[src/inc/nid_pkg.sv]
// Package for the node identity and physical-layer register access block
package nid_pkg;

    // ----------------------------------------------------------------
    // Register map (byte addresses)
    // ----------------------------------------------------------------
    localparam int NID_ADDR_W = 12;
    localparam logic [11:0] NID_OFS_NODE_IDENTITY = 12'h0e8;
    localparam logic [11:0] NID_OFS_PHY_ACCESS = 12'h0ec;
    localparam logic [11:0] NID_OFS_IRQ_STATUS = 12'h0f4;
    localparam logic [11:0] NID_OFS_IRQ_MASK = 12'h0f8;

    // ----------------------------------------------------------------
    // Node identity field positions
    // ----------------------------------------------------------------
    localparam int NID_ID_VALID_BIT = 31;
    localparam int NID_ROOT_BIT = 30;
    localparam int NID_CABLE_POWER_BIT = 27;
    localparam int NID_BUS_INDEX_LSB = 6;
    localparam int NID_NODE_INDEX_LSB = 0;
    localparam logic [9:0] NID_BUS_INDEX_RST = 10'h3ff;
    localparam logic [5:0] NID_NODE_INDEX_RST = 6'h00;

    // ----------------------------------------------------------------
    // Physical-layer access field positions
    // ----------------------------------------------------------------
    localparam int NID_RD_COMPLETE_BIT = 31;
    localparam int NID_RD_ADDRESS_LSB = 24;
    localparam int NID_RD_VALUE_LSB = 16;
    localparam int NID_RD_REQUEST_BIT = 15;
    localparam int NID_WR_REQUEST_BIT = 14;
    localparam int NID_TARGET_ADDR_LSB = 8;
    localparam int NID_WRITE_VALUE_LSB = 0;
    localparam logic [3:0] NID_TARGET_ADDR_RST = 4'h0;
    localparam logic [7:0] NID_WRITE_VALUE_RST = 8'h00;

    // ----------------------------------------------------------------
    // Interrupt status and mask bits
    // ----------------------------------------------------------------
    localparam int NID_IRQ_W = 4;
    localparam int NID_IRQ_BUS_RESET = 0;
    localparam int NID_IRQ_ID_VALID = 1;
    localparam int NID_IRQ_RD_COMPLETE = 2;
    localparam int NID_IRQ_REQ_SENT = 3;
    localparam logic [3:0] NID_IRQ_MASK_RST = 4'h0;

    // Status reported by the physical-layer side of the link
    typedef struct packed {
        logic bus_reset;
        logic self_id_done;
        logic [5:0] node_number;
        logic is_root;
        logic cable_power;
    } nid_phy_status_t;

    // Register transfer request toward the physical layer
    typedef struct packed {
        logic valid;
        logic is_write;
        logic [3:0] addr;
        logic [7:0] data;
    } nid_phy_req_t;

    // Register transfer received from the physical layer
    typedef struct packed {
        logic valid;
        logic [3:0] addr;
        logic [7:0] data;
    } nid_phy_rx_t;

endpackage

[src/hw/nid_regs.sv]
// Node identity and physical-layer register access, AHB-Lite slave
//
// Decided for this implementation: the AHB-Lite interface to the registers.
`timescale 1ns/100ps
`default_nettype none

// Functional notes
// - Node identifier is bus index in bits 15-6 over node index in 5-0.
// - Valid flag clears on bus reset, sets when new node number arrives.
// - Root flag set during bus reset processing when physical layer is root.
// - Cable power bit follows the physical layer's cable power report.
// - Node identity bits 29-28 and 26-16 read as zero.
// - Bus index is software writable, hardware updatable, resets to all ones.
// - Node index loads from physical layer after self-identification; not writable.
// - Read complete clears when software sets either request bit.
// - Read complete sets when a register transfer arrives.
// - Read address captures the address of the latest received transfer.
// - Read value captures the returned register contents.
// - Software sets read request; hardware clears it once sent.
// - Software sets write request; hardware clears it once sent.
// - Target address is used for reads and writes; read/write, resets zero.
// - Write value is sent for writes, ignored for reads, resets zero.
// - Access register bits 30-28 and 13-12 read as zero.
module nid_regs
    import nid_pkg::*;
(
    input wire logic hclk,
    input wire logic hresetn,
    input wire logic hsel,
    input wire logic [NID_ADDR_W-1:0] haddr,
    input wire logic [1:0] htrans,
    input wire logic hwrite,
    input wire logic [2:0] hsize,
    input wire logic [31:0] hwdata,
    input wire logic hready,
    output logic hreadyout,
    output logic hresp,
    output logic [31:0] hrdata,
    input wire nid_phy_status_t phy_status,
    input wire logic hw_bus_index_load,
    input wire logic [9:0] hw_bus_index,
    output nid_phy_req_t phy_req,
    input wire logic phy_req_ready,
    input wire nid_phy_rx_t phy_rx,
    output logic [15:0] node_id,
    output logic irq
);

    // ----------------------------------------------------------------
    // Register state
    // ----------------------------------------------------------------
    logic node_id_valid;
    logic root;
    logic cable_power_ok;
    logic [9:0] bus_index;
    logic [5:0] physical_node_index;
    logic phy_read_complete;
    logic [3:0] phy_read_address;
    logic [7:0] phy_read_value;
    logic phy_read_request;
    logic phy_write_request;
    logic [3:0] phy_target_address;
    logic [7:0] phy_write_value;
    logic [NID_IRQ_W-1:0] irq_status;
    logic [NID_IRQ_W-1:0] irq_mask;

    // ----------------------------------------------------------------
    // AHB-Lite address and data phase
    // ----------------------------------------------------------------
    logic dp_write;
    logic dp_read;
    logic [NID_ADDR_W-1:0] dp_addr;
    logic addr_take;
    logic wr_node;
    logic wr_phy;
    logic wr_irq_status;
    logic wr_irq_mask;
    logic req_sent;
    logic [31:0] next_rdata;
    logic [NID_IRQ_W-1:0] irq_event;

    // Only single word transfers are expected; hsize is not decoded
    assign addr_take = hsel && htrans[1] && hready;
    assign hreadyout = 1'b1;
    assign hresp = 1'b0;

    // Latch the address phase so the write lands in the data phase
    always_ff @(posedge hclk or negedge hresetn) begin
        if (!hresetn) begin
            dp_write <= 1'b0;
            dp_read <= 1'b0;
            dp_addr <= '0;
        end else begin
            dp_write <= addr_take && hwrite;
            dp_read <= addr_take && !hwrite;
            dp_addr <= addr_take ? haddr : dp_addr;
        end
    end

    assign wr_node = dp_write && (dp_addr == NID_OFS_NODE_IDENTITY);
    assign wr_phy = dp_write && (dp_addr == NID_OFS_PHY_ACCESS);
    assign wr_irq_status = dp_write && (dp_addr == NID_OFS_IRQ_STATUS);
    assign wr_irq_mask = dp_write && (dp_addr == NID_OFS_IRQ_MASK);

    // Read mux; unmapped addresses read zero
    always_comb begin
        next_rdata = 32'h0000_0000;
        unique case (haddr)
            NID_OFS_NODE_IDENTITY: begin
                next_rdata[NID_ID_VALID_BIT] = node_id_valid;
                next_rdata[NID_ROOT_BIT] = root;
                next_rdata[NID_CABLE_POWER_BIT] = cable_power_ok;
                next_rdata[15:0] = node_id;
            end
            NID_OFS_PHY_ACCESS: begin
                next_rdata[NID_RD_COMPLETE_BIT] = phy_read_complete;
                next_rdata[NID_RD_ADDRESS_LSB +: 4] = phy_read_address;
                next_rdata[NID_RD_VALUE_LSB +: 8] = phy_read_value;
                next_rdata[NID_RD_REQUEST_BIT] = phy_read_request;
                next_rdata[NID_WR_REQUEST_BIT] = phy_write_request;
                next_rdata[NID_TARGET_ADDR_LSB +: 4] = phy_target_address;
                next_rdata[NID_WRITE_VALUE_LSB +: 8] = phy_write_value;
            end
            NID_OFS_IRQ_STATUS: next_rdata[NID_IRQ_W-1:0] = irq_status;
            NID_OFS_IRQ_MASK: next_rdata[NID_IRQ_W-1:0] = irq_mask;
            default: next_rdata = 32'h0000_0000;
        endcase
    end

    // Read data is sampled at the address phase, so it stands from a flop
    always_ff @(posedge hclk or negedge hresetn) begin
        if (!hresetn) begin
            hrdata <= 32'h0000_0000;
        end else if (addr_take && !hwrite) begin
            hrdata <= next_rdata;
        end
    end

    // ----------------------------------------------------------------
    // Node identity
    // ----------------------------------------------------------------
    // node identifier
    assign node_id = {bus_index, physical_node_index};

    // valid flag; a bus reset beats a coincident node number
    always_ff @(posedge hclk or negedge hresetn) begin
        if (!hresetn) begin
            node_id_valid <= 1'b0;
        end else if (phy_status.bus_reset) begin
            node_id_valid <= 1'b0;
        end else if (phy_status.self_id_done) begin
            node_id_valid <= 1'b1;
        end
    end

    // root flag taken from the physical layer during reset processing
    always_ff @(posedge hclk or negedge hresetn) begin
        if (!hresetn) begin
            root <= 1'b0;
        end else if (phy_status.bus_reset || phy_status.self_id_done) begin
            root <= phy_status.is_root;
        end
    end

    always_ff @(posedge hclk or negedge hresetn) begin
        if (!hresetn) begin
            cable_power_ok <= 1'b0;
        end else begin
            cable_power_ok <= phy_status.cable_power;
        end
    end

    // bus index: hardware update wins over a coincident software write
    always_ff @(posedge hclk or negedge hresetn) begin
        if (!hresetn) begin
            bus_index <= NID_BUS_INDEX_RST;
        end else if (hw_bus_index_load) begin
            bus_index <= hw_bus_index;
        end else if (wr_node) begin
            bus_index <= hwdata[NID_BUS_INDEX_LSB +: 10];
        end
    end

    // node index loads only from the physical layer
    always_ff @(posedge hclk or negedge hresetn) begin
        if (!hresetn) begin
            physical_node_index <= NID_NODE_INDEX_RST;
        end else if (phy_status.self_id_done && !phy_status.bus_reset) begin
            physical_node_index <= phy_status.node_number;
        end
    end

    // ----------------------------------------------------------------
    // Physical-layer register access
    // ----------------------------------------------------------------
    // target address and write value, plain read/write
    always_ff @(posedge hclk or negedge hresetn) begin
        if (!hresetn) begin
            phy_target_address <= NID_TARGET_ADDR_RST;
            phy_write_value <= NID_WRITE_VALUE_RST;
        end else if (wr_phy) begin
            phy_target_address <= hwdata[NID_TARGET_ADDR_LSB +: 4];
            phy_write_value <= hwdata[NID_WRITE_VALUE_LSB +: 8];
        end
    end

    // request bits: a new software set beats the sent clear.
    // Writing zero does not cancel a pending request, since it may already
    // be on its way to the physical layer.
    assign req_sent = phy_req.valid && phy_req_ready;
    always_ff @(posedge hclk or negedge hresetn) begin
        if (!hresetn) begin
            phy_read_request <= 1'b0;
            phy_write_request <= 1'b0;
        end else if (wr_phy && (hwdata[NID_RD_REQUEST_BIT] || hwdata[NID_WR_REQUEST_BIT])) begin
            phy_read_request <= hwdata[NID_RD_REQUEST_BIT];
            phy_write_request <= hwdata[NID_WR_REQUEST_BIT];
        end else if (req_sent) begin
            phy_read_request <= 1'b0;
            phy_write_request <= 1'b0;
        end
    end

    // both set is illegal; a read is issued if it happens anyway
    // request drives target address and write value
    // One driver for the whole struct: valid, is_write, addr, data
    assign phy_req = {
        phy_read_request || phy_write_request,
        phy_write_request && !phy_read_request,
        phy_target_address,
        phy_write_value
    };

    // completion and captured data set together on each arrival
    always_ff @(posedge hclk or negedge hresetn) begin
        if (!hresetn) begin
            phy_read_address <= 4'h0;
            phy_read_value <= 8'h00;
        end else if (phy_rx.valid) begin
            phy_read_address <= phy_rx.addr;
            phy_read_value <= phy_rx.data;
        end
    end

    // set on arrival, clear on a new request; arrival wins
    always_ff @(posedge hclk or negedge hresetn) begin
        if (!hresetn) begin
            phy_read_complete <= 1'b0;
        end else if (phy_rx.valid) begin
            phy_read_complete <= 1'b1;
        end else if (wr_phy && (hwdata[NID_RD_REQUEST_BIT] || hwdata[NID_WR_REQUEST_BIT])) begin
            phy_read_complete <= 1'b0;
        end
    end

    // ----------------------------------------------------------------
    // Interrupts
    // ----------------------------------------------------------------
    assign irq_event[NID_IRQ_BUS_RESET] = phy_status.bus_reset;
    assign irq_event[NID_IRQ_ID_VALID] = phy_status.self_id_done && !phy_status.bus_reset;
    assign irq_event[NID_IRQ_RD_COMPLETE] = phy_rx.valid;
    assign irq_event[NID_IRQ_REQ_SENT] = req_sent;

    // Sticky status, write one to clear; a fresh event beats the clear
    always_ff @(posedge hclk or negedge hresetn) begin
        if (!hresetn) begin
            irq_status <= '0;
        end else begin
            irq_status <= irq_event | (irq_status & ~(wr_irq_status ? hwdata[NID_IRQ_W-1:0] : '0));
        end
    end

    // Mask register, one enables the bit onto irq
    always_ff @(posedge hclk or negedge hresetn) begin
        if (!hresetn) begin
            irq_mask <= NID_IRQ_MASK_RST;
        end else if (wr_irq_mask) begin
            irq_mask <= hwdata[NID_IRQ_W-1:0];
        end
    end

    assign irq = |(irq_status & irq_mask);

    logic sw_req_set;
    assign sw_req_set = wr_phy && (hwdata[NID_RD_REQUEST_BIT] || hwdata[NID_WR_REQUEST_BIT]);
endmodule

`default_nettype wire

[config.mk]
export PLATFORM = sky130hd
export DESIGN_NAME = nid_regs
export DESIGN_NICKNAME = d
export VERILOG_FILES = /design/src/inc/nid_pkg.sv /design/src/hw/nid_regs.sv
export SDC_FILE = /design/constraint.sdc
export NUM_CORES = 1
export LEC_CHECK = 0
export BUFFER_PORTS_ARGS = -buffer_cell sky130_fd_sc_hd__buf_2
export CAP_MARGIN = 15
export CORE_MARGIN = 3
export CORE_UTILIZATION = 49
export CTS_CLUSTER_SIZE = 10
export DETAILED_ROUTE_END_ITERATION = 16
export PLACE_DENSITY = 0.82
export SETUP_SLACK_MARGIN = 0.02
export SLEW_MARGIN = 15
export SYNTH_ARGS = -nofsm -noshare
export SYNTH_HDL_FRONTEND = slang
export SYNTH_SLANG_ARGS = --single-unit
[constraint.sdc]
create_clock -name hclk -period 2.7 [get_ports hclk]
set_clock_uncertainty 0.2 [all_clocks]
set_input_delay 0.54 -clock hclk [delete_from_list [all_inputs] [get_ports hclk]]
set_output_delay 0.54 -clock hclk [all_outputs]
set_load 0.01 [all_outputs]
# Word level (Yosys, flattened, before mapping)
# Index checks and enable logic that the tools add are counted.
[word_totals]
register_bits = 97
wordCells = 70
output_inout_bits = 65
inputBits = 89
[op_classes]
n_eq_ne = 8
reduce_logical = 23
n_mux = 18
n_bitwise = 4
[op_table]
columns = ["op", "count"]
rows = [
  ["equality test 12 x 8 -> 1 bit, second input constant", 8],
  ["two-way mux 10 bit", 2],
  ["one-hot mux 4 bit (4 select lines)", 1],
  ["one-hot mux 8 bit (2 select lines)", 1],
  ["logical AND 1 bit", 12],
  ["two-way mux 11 bit", 1],
  ["bitwise AND 4 bit", 2],
  ["two-way mux 1 bit", 8],
  ["nonzero test 2 bit", 4],
  ["two-way mux 4 bit", 1],
  ["NOT 4 bit", 1],
  ["bitwise OR 4 bit", 1],
  ["one-hot mux 1 bit (2 select lines)", 2],
  ["one-hot mux 2 bit (2 select lines)", 1],
  ["OR reduction 4 bit", 1],
  ["logical NOT 1 bit", 3],
  ["logical OR 1 bit", 3],
  ["two-way mux 2 bit", 1],
]

# Longest topological paths before layout
# Gate-level depths: netlist of run 1.
[depth]
depth_word = 6
mapped_depth = 6
depth_no_buf = 4

# Least setup slack after synthesis of run 1
# OpenSTA, ideal clock, no wires.
[synth_path]
path_type = "input port to flip-flop"
startpoint = "in haddr[9]"
endpoint = "reg hrdata[10]"
t_arrival_ps = 2085
setup_ps = 74
path_buffers = 2
setup_slack_ps = 341
t_required_ps = 2426
path_stages = 6
cell_sequence = "or4_1 or4_1 buf_2 or2_4 buf_6 o21ai_2"
[synth_via]
elab_chain_len = 2
word_cells_on_any_way = 3
classes_between = "eq/ne (2); mux (1)"
[synth_rtl]
columns = ["item", "line_no", "text"]
rows = [
  ["from (decl)", "nid_regs.sv:30", "input wire logic [NID_ADDR_W-1:0] haddr,"],
  ["equality test 12 x 8 -> 1 bit", "nid_regs.sv:108", "unique case (haddr)"],
  ["one-hot mux 8 bit (2 select lines) (*)", "nid_regs.sv:108", ""],
  ["to (signal assigned)", "nid_regs.sv:135", "hrdata <= next_rdata;"],
  ["to (decl)", "nid_regs.sv:38", "output logic [31:0] hrdata,"],
]
# Mark *: on every way between the ends. The rest lies on a longest branch, timed or not.
# A chain may end at the register's enable or synchronous reset.

# Worst setup path after layout of run 1
[layout_path]
startpoint = "in haddr[9]"
endpoint = "reg hrdata[31]"
[layout_via]
elab_chain_len = 2
word_cells_on_any_way = 3
classes_between = "eq/ne (2); mux (1)"
[layout_rtl]
columns = ["item", "line_no"]
rows = [
  ["equality test 12 x 8 -> 1 bit", "nid_regs.sv:108"],
  ["one-hot mux 1 bit (2 select lines) (*)", "nid_regs.sv:108"],
]
# Marks and branches as above.

==> out/qor.txt, run 1 <==
Clk pin slew, worst setup/hold paths - 0.09 ns
final core occ - 62.85%
Core ar. - 8258 sq um
delay of the slowest cell on the worst path - 0.52 ns
Cell Pwr Density - 573.9 nW/um^2
first-pass GRT wire length - 15.35 mm
Clk Tree Root Cell - clkbuf_8
share of cells above drive strength 1 - 53.39%
largest net degree at the start of global routing - 59
gr ovfl total - 0
EDFF count, synth - 0
crit start category - input pin
worst-path cell chain - buf_2, or4_1, or4_1, or2_4, o21ai_0
die width - 98.55 um
Max Slew Vio Count - 0
Netlist cell types - 38
top-level port count - 154
Initial Util - 50.82%
Post-synth top cells - dfrtp_1, mux2_2, nand2_1
Port Buffer Count - 129
CTS-repair resized insts - 0
leading area contributor after synthesis - dfrtp_1
critical path endpoint category - flop
Crit-path slowest cell - or4_1
# Post-CTS Setup Buffers - 0
Post-Syn Instances - 319
initial drt markers - 97
detailed-route wire length per cell - 16.86 um
Leak - 2.615 nW
setup_tns - 0 ns
CTS H-tree lvls - 3
total track usage - 19.73%
Critical Path RT - 2.77 ns
vias post-DR - 3000
relative slew slack - 49.52%
vias per cell - 5.338
Remaining DRCs - 0
CP Max Fanout - 12
Inserted Clock Buffers - 9
Num Clock Sinks - 97
clk buf depth - 2
max cap viols - 0
number of fill cells - 667
# diodes - 0
Die H - 98.55 um
Worst Path Arrival - 2.27 ns
worst hold path type - in -> async
proportion of synthesized chip area in sequential cells - 58.14%
RSZ-0062 raised after global routing - false
length of the first detailed-routing pass in iterations - 4
Rows - 33
final setup fails - 0
Synth area leaders - dfrtp_1, mux2_2, dfstp_2
number of global-route vias before repair - 3138
final hold violation count - 0
Antenna Nets Post-Route - 0
DIE AREA - 9711 sq um
Avg Cell Area, Syn - 13.16 sq um
top-count cell post-synth - dfrtp_1
register bit count reported by yosys - 97
WS Path Type - in -> reg
ys async rst share - 100.0%
Max Clock Freq - 0.4529 GHz
CTS tree - yes
Worst VDD drop - 0.3267 mV
mapped cell area - 4197 sq um
most frequent CP cell - or4_1
status - finished, final reports clean
Yosys top cell area share - 51.88%
main flop type after synthesis - dfrtp_1
routability cong. - 0.7795
Area growth syn-to-layout - 23.67%
Nets - 541
initial antenna violation count - 0
# hold bufs at CTS - 0
worst slew pin tran - 0.7572 ns
synth warn - 0
clk_lat worst skew - 0.35 ns
fin crit share - 81.77%
clock period minus worst slack - 2.208 ns
DP HPWL - 6.922 mm
final WL - 9.478 mm
[power by group]
group / switching (mW) / total, mW / internal (mW)
clock network: 0.484 / 1.06 / 0.573
registers: 0.0578 / 1.61 / 1.55
logic: 0.153 / 0.316 / 0.163
total: 0.695 / 2.98 / 2.28
[state kept, by name, indices dropped and copies added (netlist names), 4 cells and up]
| signal | count |
|---|---|
| bus_index | 10 |
| dp_addr | 12 |
| hrdata | 30 |
| irq_mask | 4 |
| irq_status | 4 |
| phy_read_address | 4 |
| phy_read_value | 8 |
| phy_target_address | 4 |
| phy_write_value | 8 |
| physical_node_index | 6 |
[metal layers]
metal  part of all wire (%)  global-route usage, %  vias up
li1                       -                      -     1399
met4                    1.1                  6.723        0
met5                      0                      0        -
met1                     44                  26.29     1494
met2                     49                  32.35       97
met3                    5.8                  4.105       10
[final cells by class]
class / count / area (sq um) / share of cell area [%]
clock buffer: 12 / 155.1 / 2.989
clock inverter: 4 / 75.07 / 1.446
tap: 105 / 131.4 / 2.531
timing repair buffer: 139 / 735.7 / 14.18
multi-input combinational: 198 / 1627 / 31.34
inverter: 7 / 26.28 / 0.5063
sequential: 97 / 2440 / 47.01
[metrics by stage]
| step | area (sq um) | cells | hold WS [ns] | setup WS (ns) | total power [mW] |
|---|---|---|---|---|---|
| after floorplan | 4204 | 321 | 0.04441 | 0.3407 | 1.794 |
| after global placement | 4960 | 546 | 0.2559 | 0.1751 | 1.932 |
| after detailed placement | 4960 | 546 | 0.2707 | 0.1143 | 1.952 |
| after CTS | 5190 | 562 | 0.06343 | 0.4942 | 3.016 |
| after global routing | 5190 | 562 | 0.07759 | 0.4118 | 3.111 |
| final | 5190 | 562 | 0.03611 | 0.4922 | 2.978 |
[critical path, delay by kind of cell]
| family | cells | cell delay, ns |
|---|---|---|
| AOI/OAI and AO/OA | 1 | 0.20 |
| and+or+nand+nor | 3 | 1.42 |
| buffers and inverters | 1 | 0.11 |
[worst paths after layout]
check | to | cells after the start | startpoint | slack, ns
worst max-delay path | hrdata[31]$_DFFE_PN0P_ | 5 | haddr[9] | 0.49
worst min-delay path | dp_addr[8]$_DFFE_PN0P_ | 1 | hresetn | 0.04
max in group asynchronous | phy_read_address[1]$_DFFE_PN0P_ | 2 | hresetn | 1.61
worst min register to register | hrdata[11]$_DFFE_PN0P_ | 2 | hrdata[11]$_DFFE_PN0P_ | 0.28
worst max register to register | phy_write_value[6]$_DFFE_PN0P_ | 5 | dp_addr[8]$_DFFE_PN0P_ | 0.60
min in group hclk | cable_power_ok$_DFF_PN0_ | 1 | phy_status[0] | 0.10
[cells by family after synthesis]
group	after synthesis	share of synthesized area, %
compound gates	48	8.706
buf+inv	26	3.280
flops	97	58.14
mux	82	21.53
other cells	2	0.1790
simple gates	64	8.170
[cells in the final DEF, fill, tap and decap left out, drive strengths merged]
master / synthesis / final
a32o: 2 / 2
clkinvlp: 0 / 2
dfrtp: 87 / 87
nand3: 4 / 4
nand4b: 2 / 2
nor2: 12 / 12
nand2b: 1 / 1
or2: 2 / 2
nand2: 24 / 24
or4: 2 / 2
nor4b: 1 / 1
and2: 1 / 1
o21ai: 21 / 21
conb: 2 / 4
buf: 10 / 139
mux2i: 16 / 16
o31ai: 1 / 1
and3b: 2 / 2
nand4: 1 / 1
dfstp: 10 / 10
nor2b: 2 / 2
o41ai: 1 / 1
a22oi: 6 / 6
a31oi: 3 / 3
clkbuf: 9 / 12
or3b: 1 / 1
nor3: 3 / 3
bufinv: 0 / 2
mux2: 66 / 66
nor4bb: 1 / 1
a22o: 14 / 14
inv: 7 / 7
nand3b: 5 / 5
No activity file was read; power rests on OpenSTA's default activity.
==> run 2, diff against run 1 <==
- clock period: 2.7 -> 2.3 ns (I/O delays scaled with it)
==> run 2 against run 1 <==
  * Worst setup slack worse by 0.31 ns
  * Register-to-register slack worse by 0.41 ns
  * Largest cell class unchanged
  * Sequential cell count unchanged
  * Routed wire length down 1.8%
==> out/qor.txt, run 2 (same netlist as run 1, synthesis figures left out) <==
Crit-path slowest cell - nor4b_2
worst r2r src - dp_addr[8]$_DFFE_PN0P_
vias post-DR - 2997
largest net degree at the start of global routing - 36
worst hold path type - in -> reg
Die H - 98.55 um
status - finished, final reports clean
DIE AREA - 9711 sq um
flop-to-flop setup slack - 0.19 ns
Max Slew Vio Count - 0
Sw Ratio - 25.82%
commonest non-fill, non-tap cells in the layout - buf_2, dfrtp_1, mux2_2
worst slew pin tran - 0.6386 ns
setup_tns - 0 ns
Pint - 2.419 mW
worst setup margin - 0.1858 ns
Placed Cells - 548
RSZ-0062 raised after global routing - false
number of global-route vias before repair - 3109
share of cells above drive strength 1 - 53.58%
biggest regs - hrdata: 30 flops, dp_addr: 12 flops, bus_index: 10 flops
clk buf depth - 2
number of fill cells - 678
length of the first detailed-routing pass in iterations - 4
crit start category - flop
hold-critical path endpoint - node_id_valid$_DFFE_PN0P_
clock period minus worst slack - 2.114 ns
relative slew slack - 57.31%
Clk Tree Root Cell - clkbuf_8
gr ovfl total - 0
Port Buffer Count - 129
Inserted Clock Buffers - 9
clk_lat worst skew - 0.35 ns
Cell Pwr Density - 629.0 nW/um^2
Max Clock Freq - 0.4730 GHz
critical path endpoint category - flop
Initial Util - 50.82%
Buf/Inv on CP - 1
Clk pin slew, worst setup/hold paths - 0.10 ns
total track usage - 19.40%
CTS tree - yes
Setup Slack @ Placement - -0.1494 ns
Nets - 545
final hold violation count - 0
Core ar. - 8258 sq um
Logic pwr share - 11.6%
delay of the slowest cell on the worst path - 0.43 ns
capture point of the worst reg-to-reg path - phy_target_address[0]$_DFFE_PN0P_
Hold Crit Start - phy_status[9]
Worst Path Arrival - 2.16 ns
# Post-CTS Setup Buffers - 0
max cap viols - 0
Critical Path RT - 2.34 ns
routability cong. - 0.8008
top-level port count - 154
Num Clock Sinks - 97
final WL - 9.309 mm
sequential cell fraction of total power - 57.7%
CTS H-tree lvls - 3
initial drt markers - 90
delay-heaviest family, CP - simple AND/OR/NAND/NOR gates
CP Max Fanout - 9
DP HPWL - 6.984 mm
Clk pwr share - 30.7%
# diodes - 0
first-pass GRT wire length - 14.95 mm
Remaining DRCs - 0
worst reg2reg path depth - 5
Top reg by flops - hrdata
vias per cell - 5.295
Antenna Nets Post-Route - 0
Worst VDD drop - 0.3735 mV
detailed-route wire length per cell - 16.45 um
commonest non-fill, non-tap cell in the layout - buf_2
Rows - 33
WS Path Type - reg -> reg
Crit. path cell count - 5
Area growth syn-to-layout - 23.55%
fin crit share - 91.92%
net switching power - 0.8421 mW
Final Non-Filler Cells - 566
Leak - 2.623 nW
Hold Crit Depth - 2
final setup fails - 0
initial antenna violation count - 0
die width - 98.55 um
CTS-repair resized insts - 0
worst-path cell chain - nor4b_2, nand3b_1, nor2_1, buf_4, mux2_2
max FFs per register - 30
## run 2: worst reg2reg max path, delay by kind of cell (launching register included)
family | cells | cell delay [ns]
buf+inv | 1 | 0.21
flops | 1 | 0.40
mux | 1 | 0.36
simple gates | 3 | 0.83
## run 2: repair_timing
action	4_1_cts	5_1_grt
setup endpoints to repair	0	0
hold endpoints to repair	32	0
hold buffers	2	0
## run 2: routing by layer
| layer | part of all wire (%) | global-route usage [%] |
|---|---|---|
| met1 | 43 | 25.16 |
| met2 | 49 | 31.98 |
| met3 | 6.8 | 6.157 |
| met4 | 1.4 | 4.727 |
| met5 | 0 | 0 |
## run 2: area by class of cell
class | instances | area, sq um | share of cell area (%)
Tap cell | 105 | 131.4 | 2.534
Timing Repair Buffer | 143 | 783.3 | 15.11
Multi-Input combinational cell | 198 | 1627 | 31.37
Inverter | 7 | 26.28 | 0.5068
Clock inverter | 7 | 53.80 | 1.038
Sequential cell | 97 | 2440 | 47.06
Clock buffer | 9 | 123.9 | 2.389
## run 2: worst max-delay path by stage
stage,start,endpoint,slack (ns)
after CTS,dp_addr[8]$_DFFE_PN0P_,phy_target_address[0]$_DFFE_PN0P_,0.18
after global routing,dp_addr[8]$_DFFE_PN0P_,phy_target_address[2]$_DFFE_PN0P_,0.07
final,dp_addr[8]$_DFFE_PN0P_,phy_target_address[0]$_DFFE_PN0P_,0.19
after global placement,haddr[9],hrdata[4]$_DFFE_PN0P_,-0.13
after floorplan,haddr[9],hrdata[10]$_DFFE_PN0P_,0.02
after detailed placement,haddr[9],hrdata[31]$_DFFE_PN0P_,-0.15
## run 2: power by group through the flow
stage	sequential [mW]	combinational, mW	clock (mW)
5_1_grt	1.90	0.416	1.11
3_3_place_gp	1.91	0.366	0
4_1_cts	1.88	0.384	1.04
2_1_floorplan	1.92	0.190	0
6_report	1.88	0.378	1.00
3_5_place_dp	1.92	0.381	0
## run 2: through the flow
step / area (sq um) / total power, mW / utilization (%) / hold WS (ns)
floorplan: 4204 / 2.106 / - / -0.03559
global placement: 4987 / 2.274 / 60.39 / 0.2349
detailed placement: 4987 / 2.298 / 60.39 / 0.2439
CTS: 5185 / 3.312 / 62.79 / 0.1014
global route: 5185 / 3.420 / 62.79 / 0.1040
finish: 5185 / 3.261 / 62.79 / 0.1221
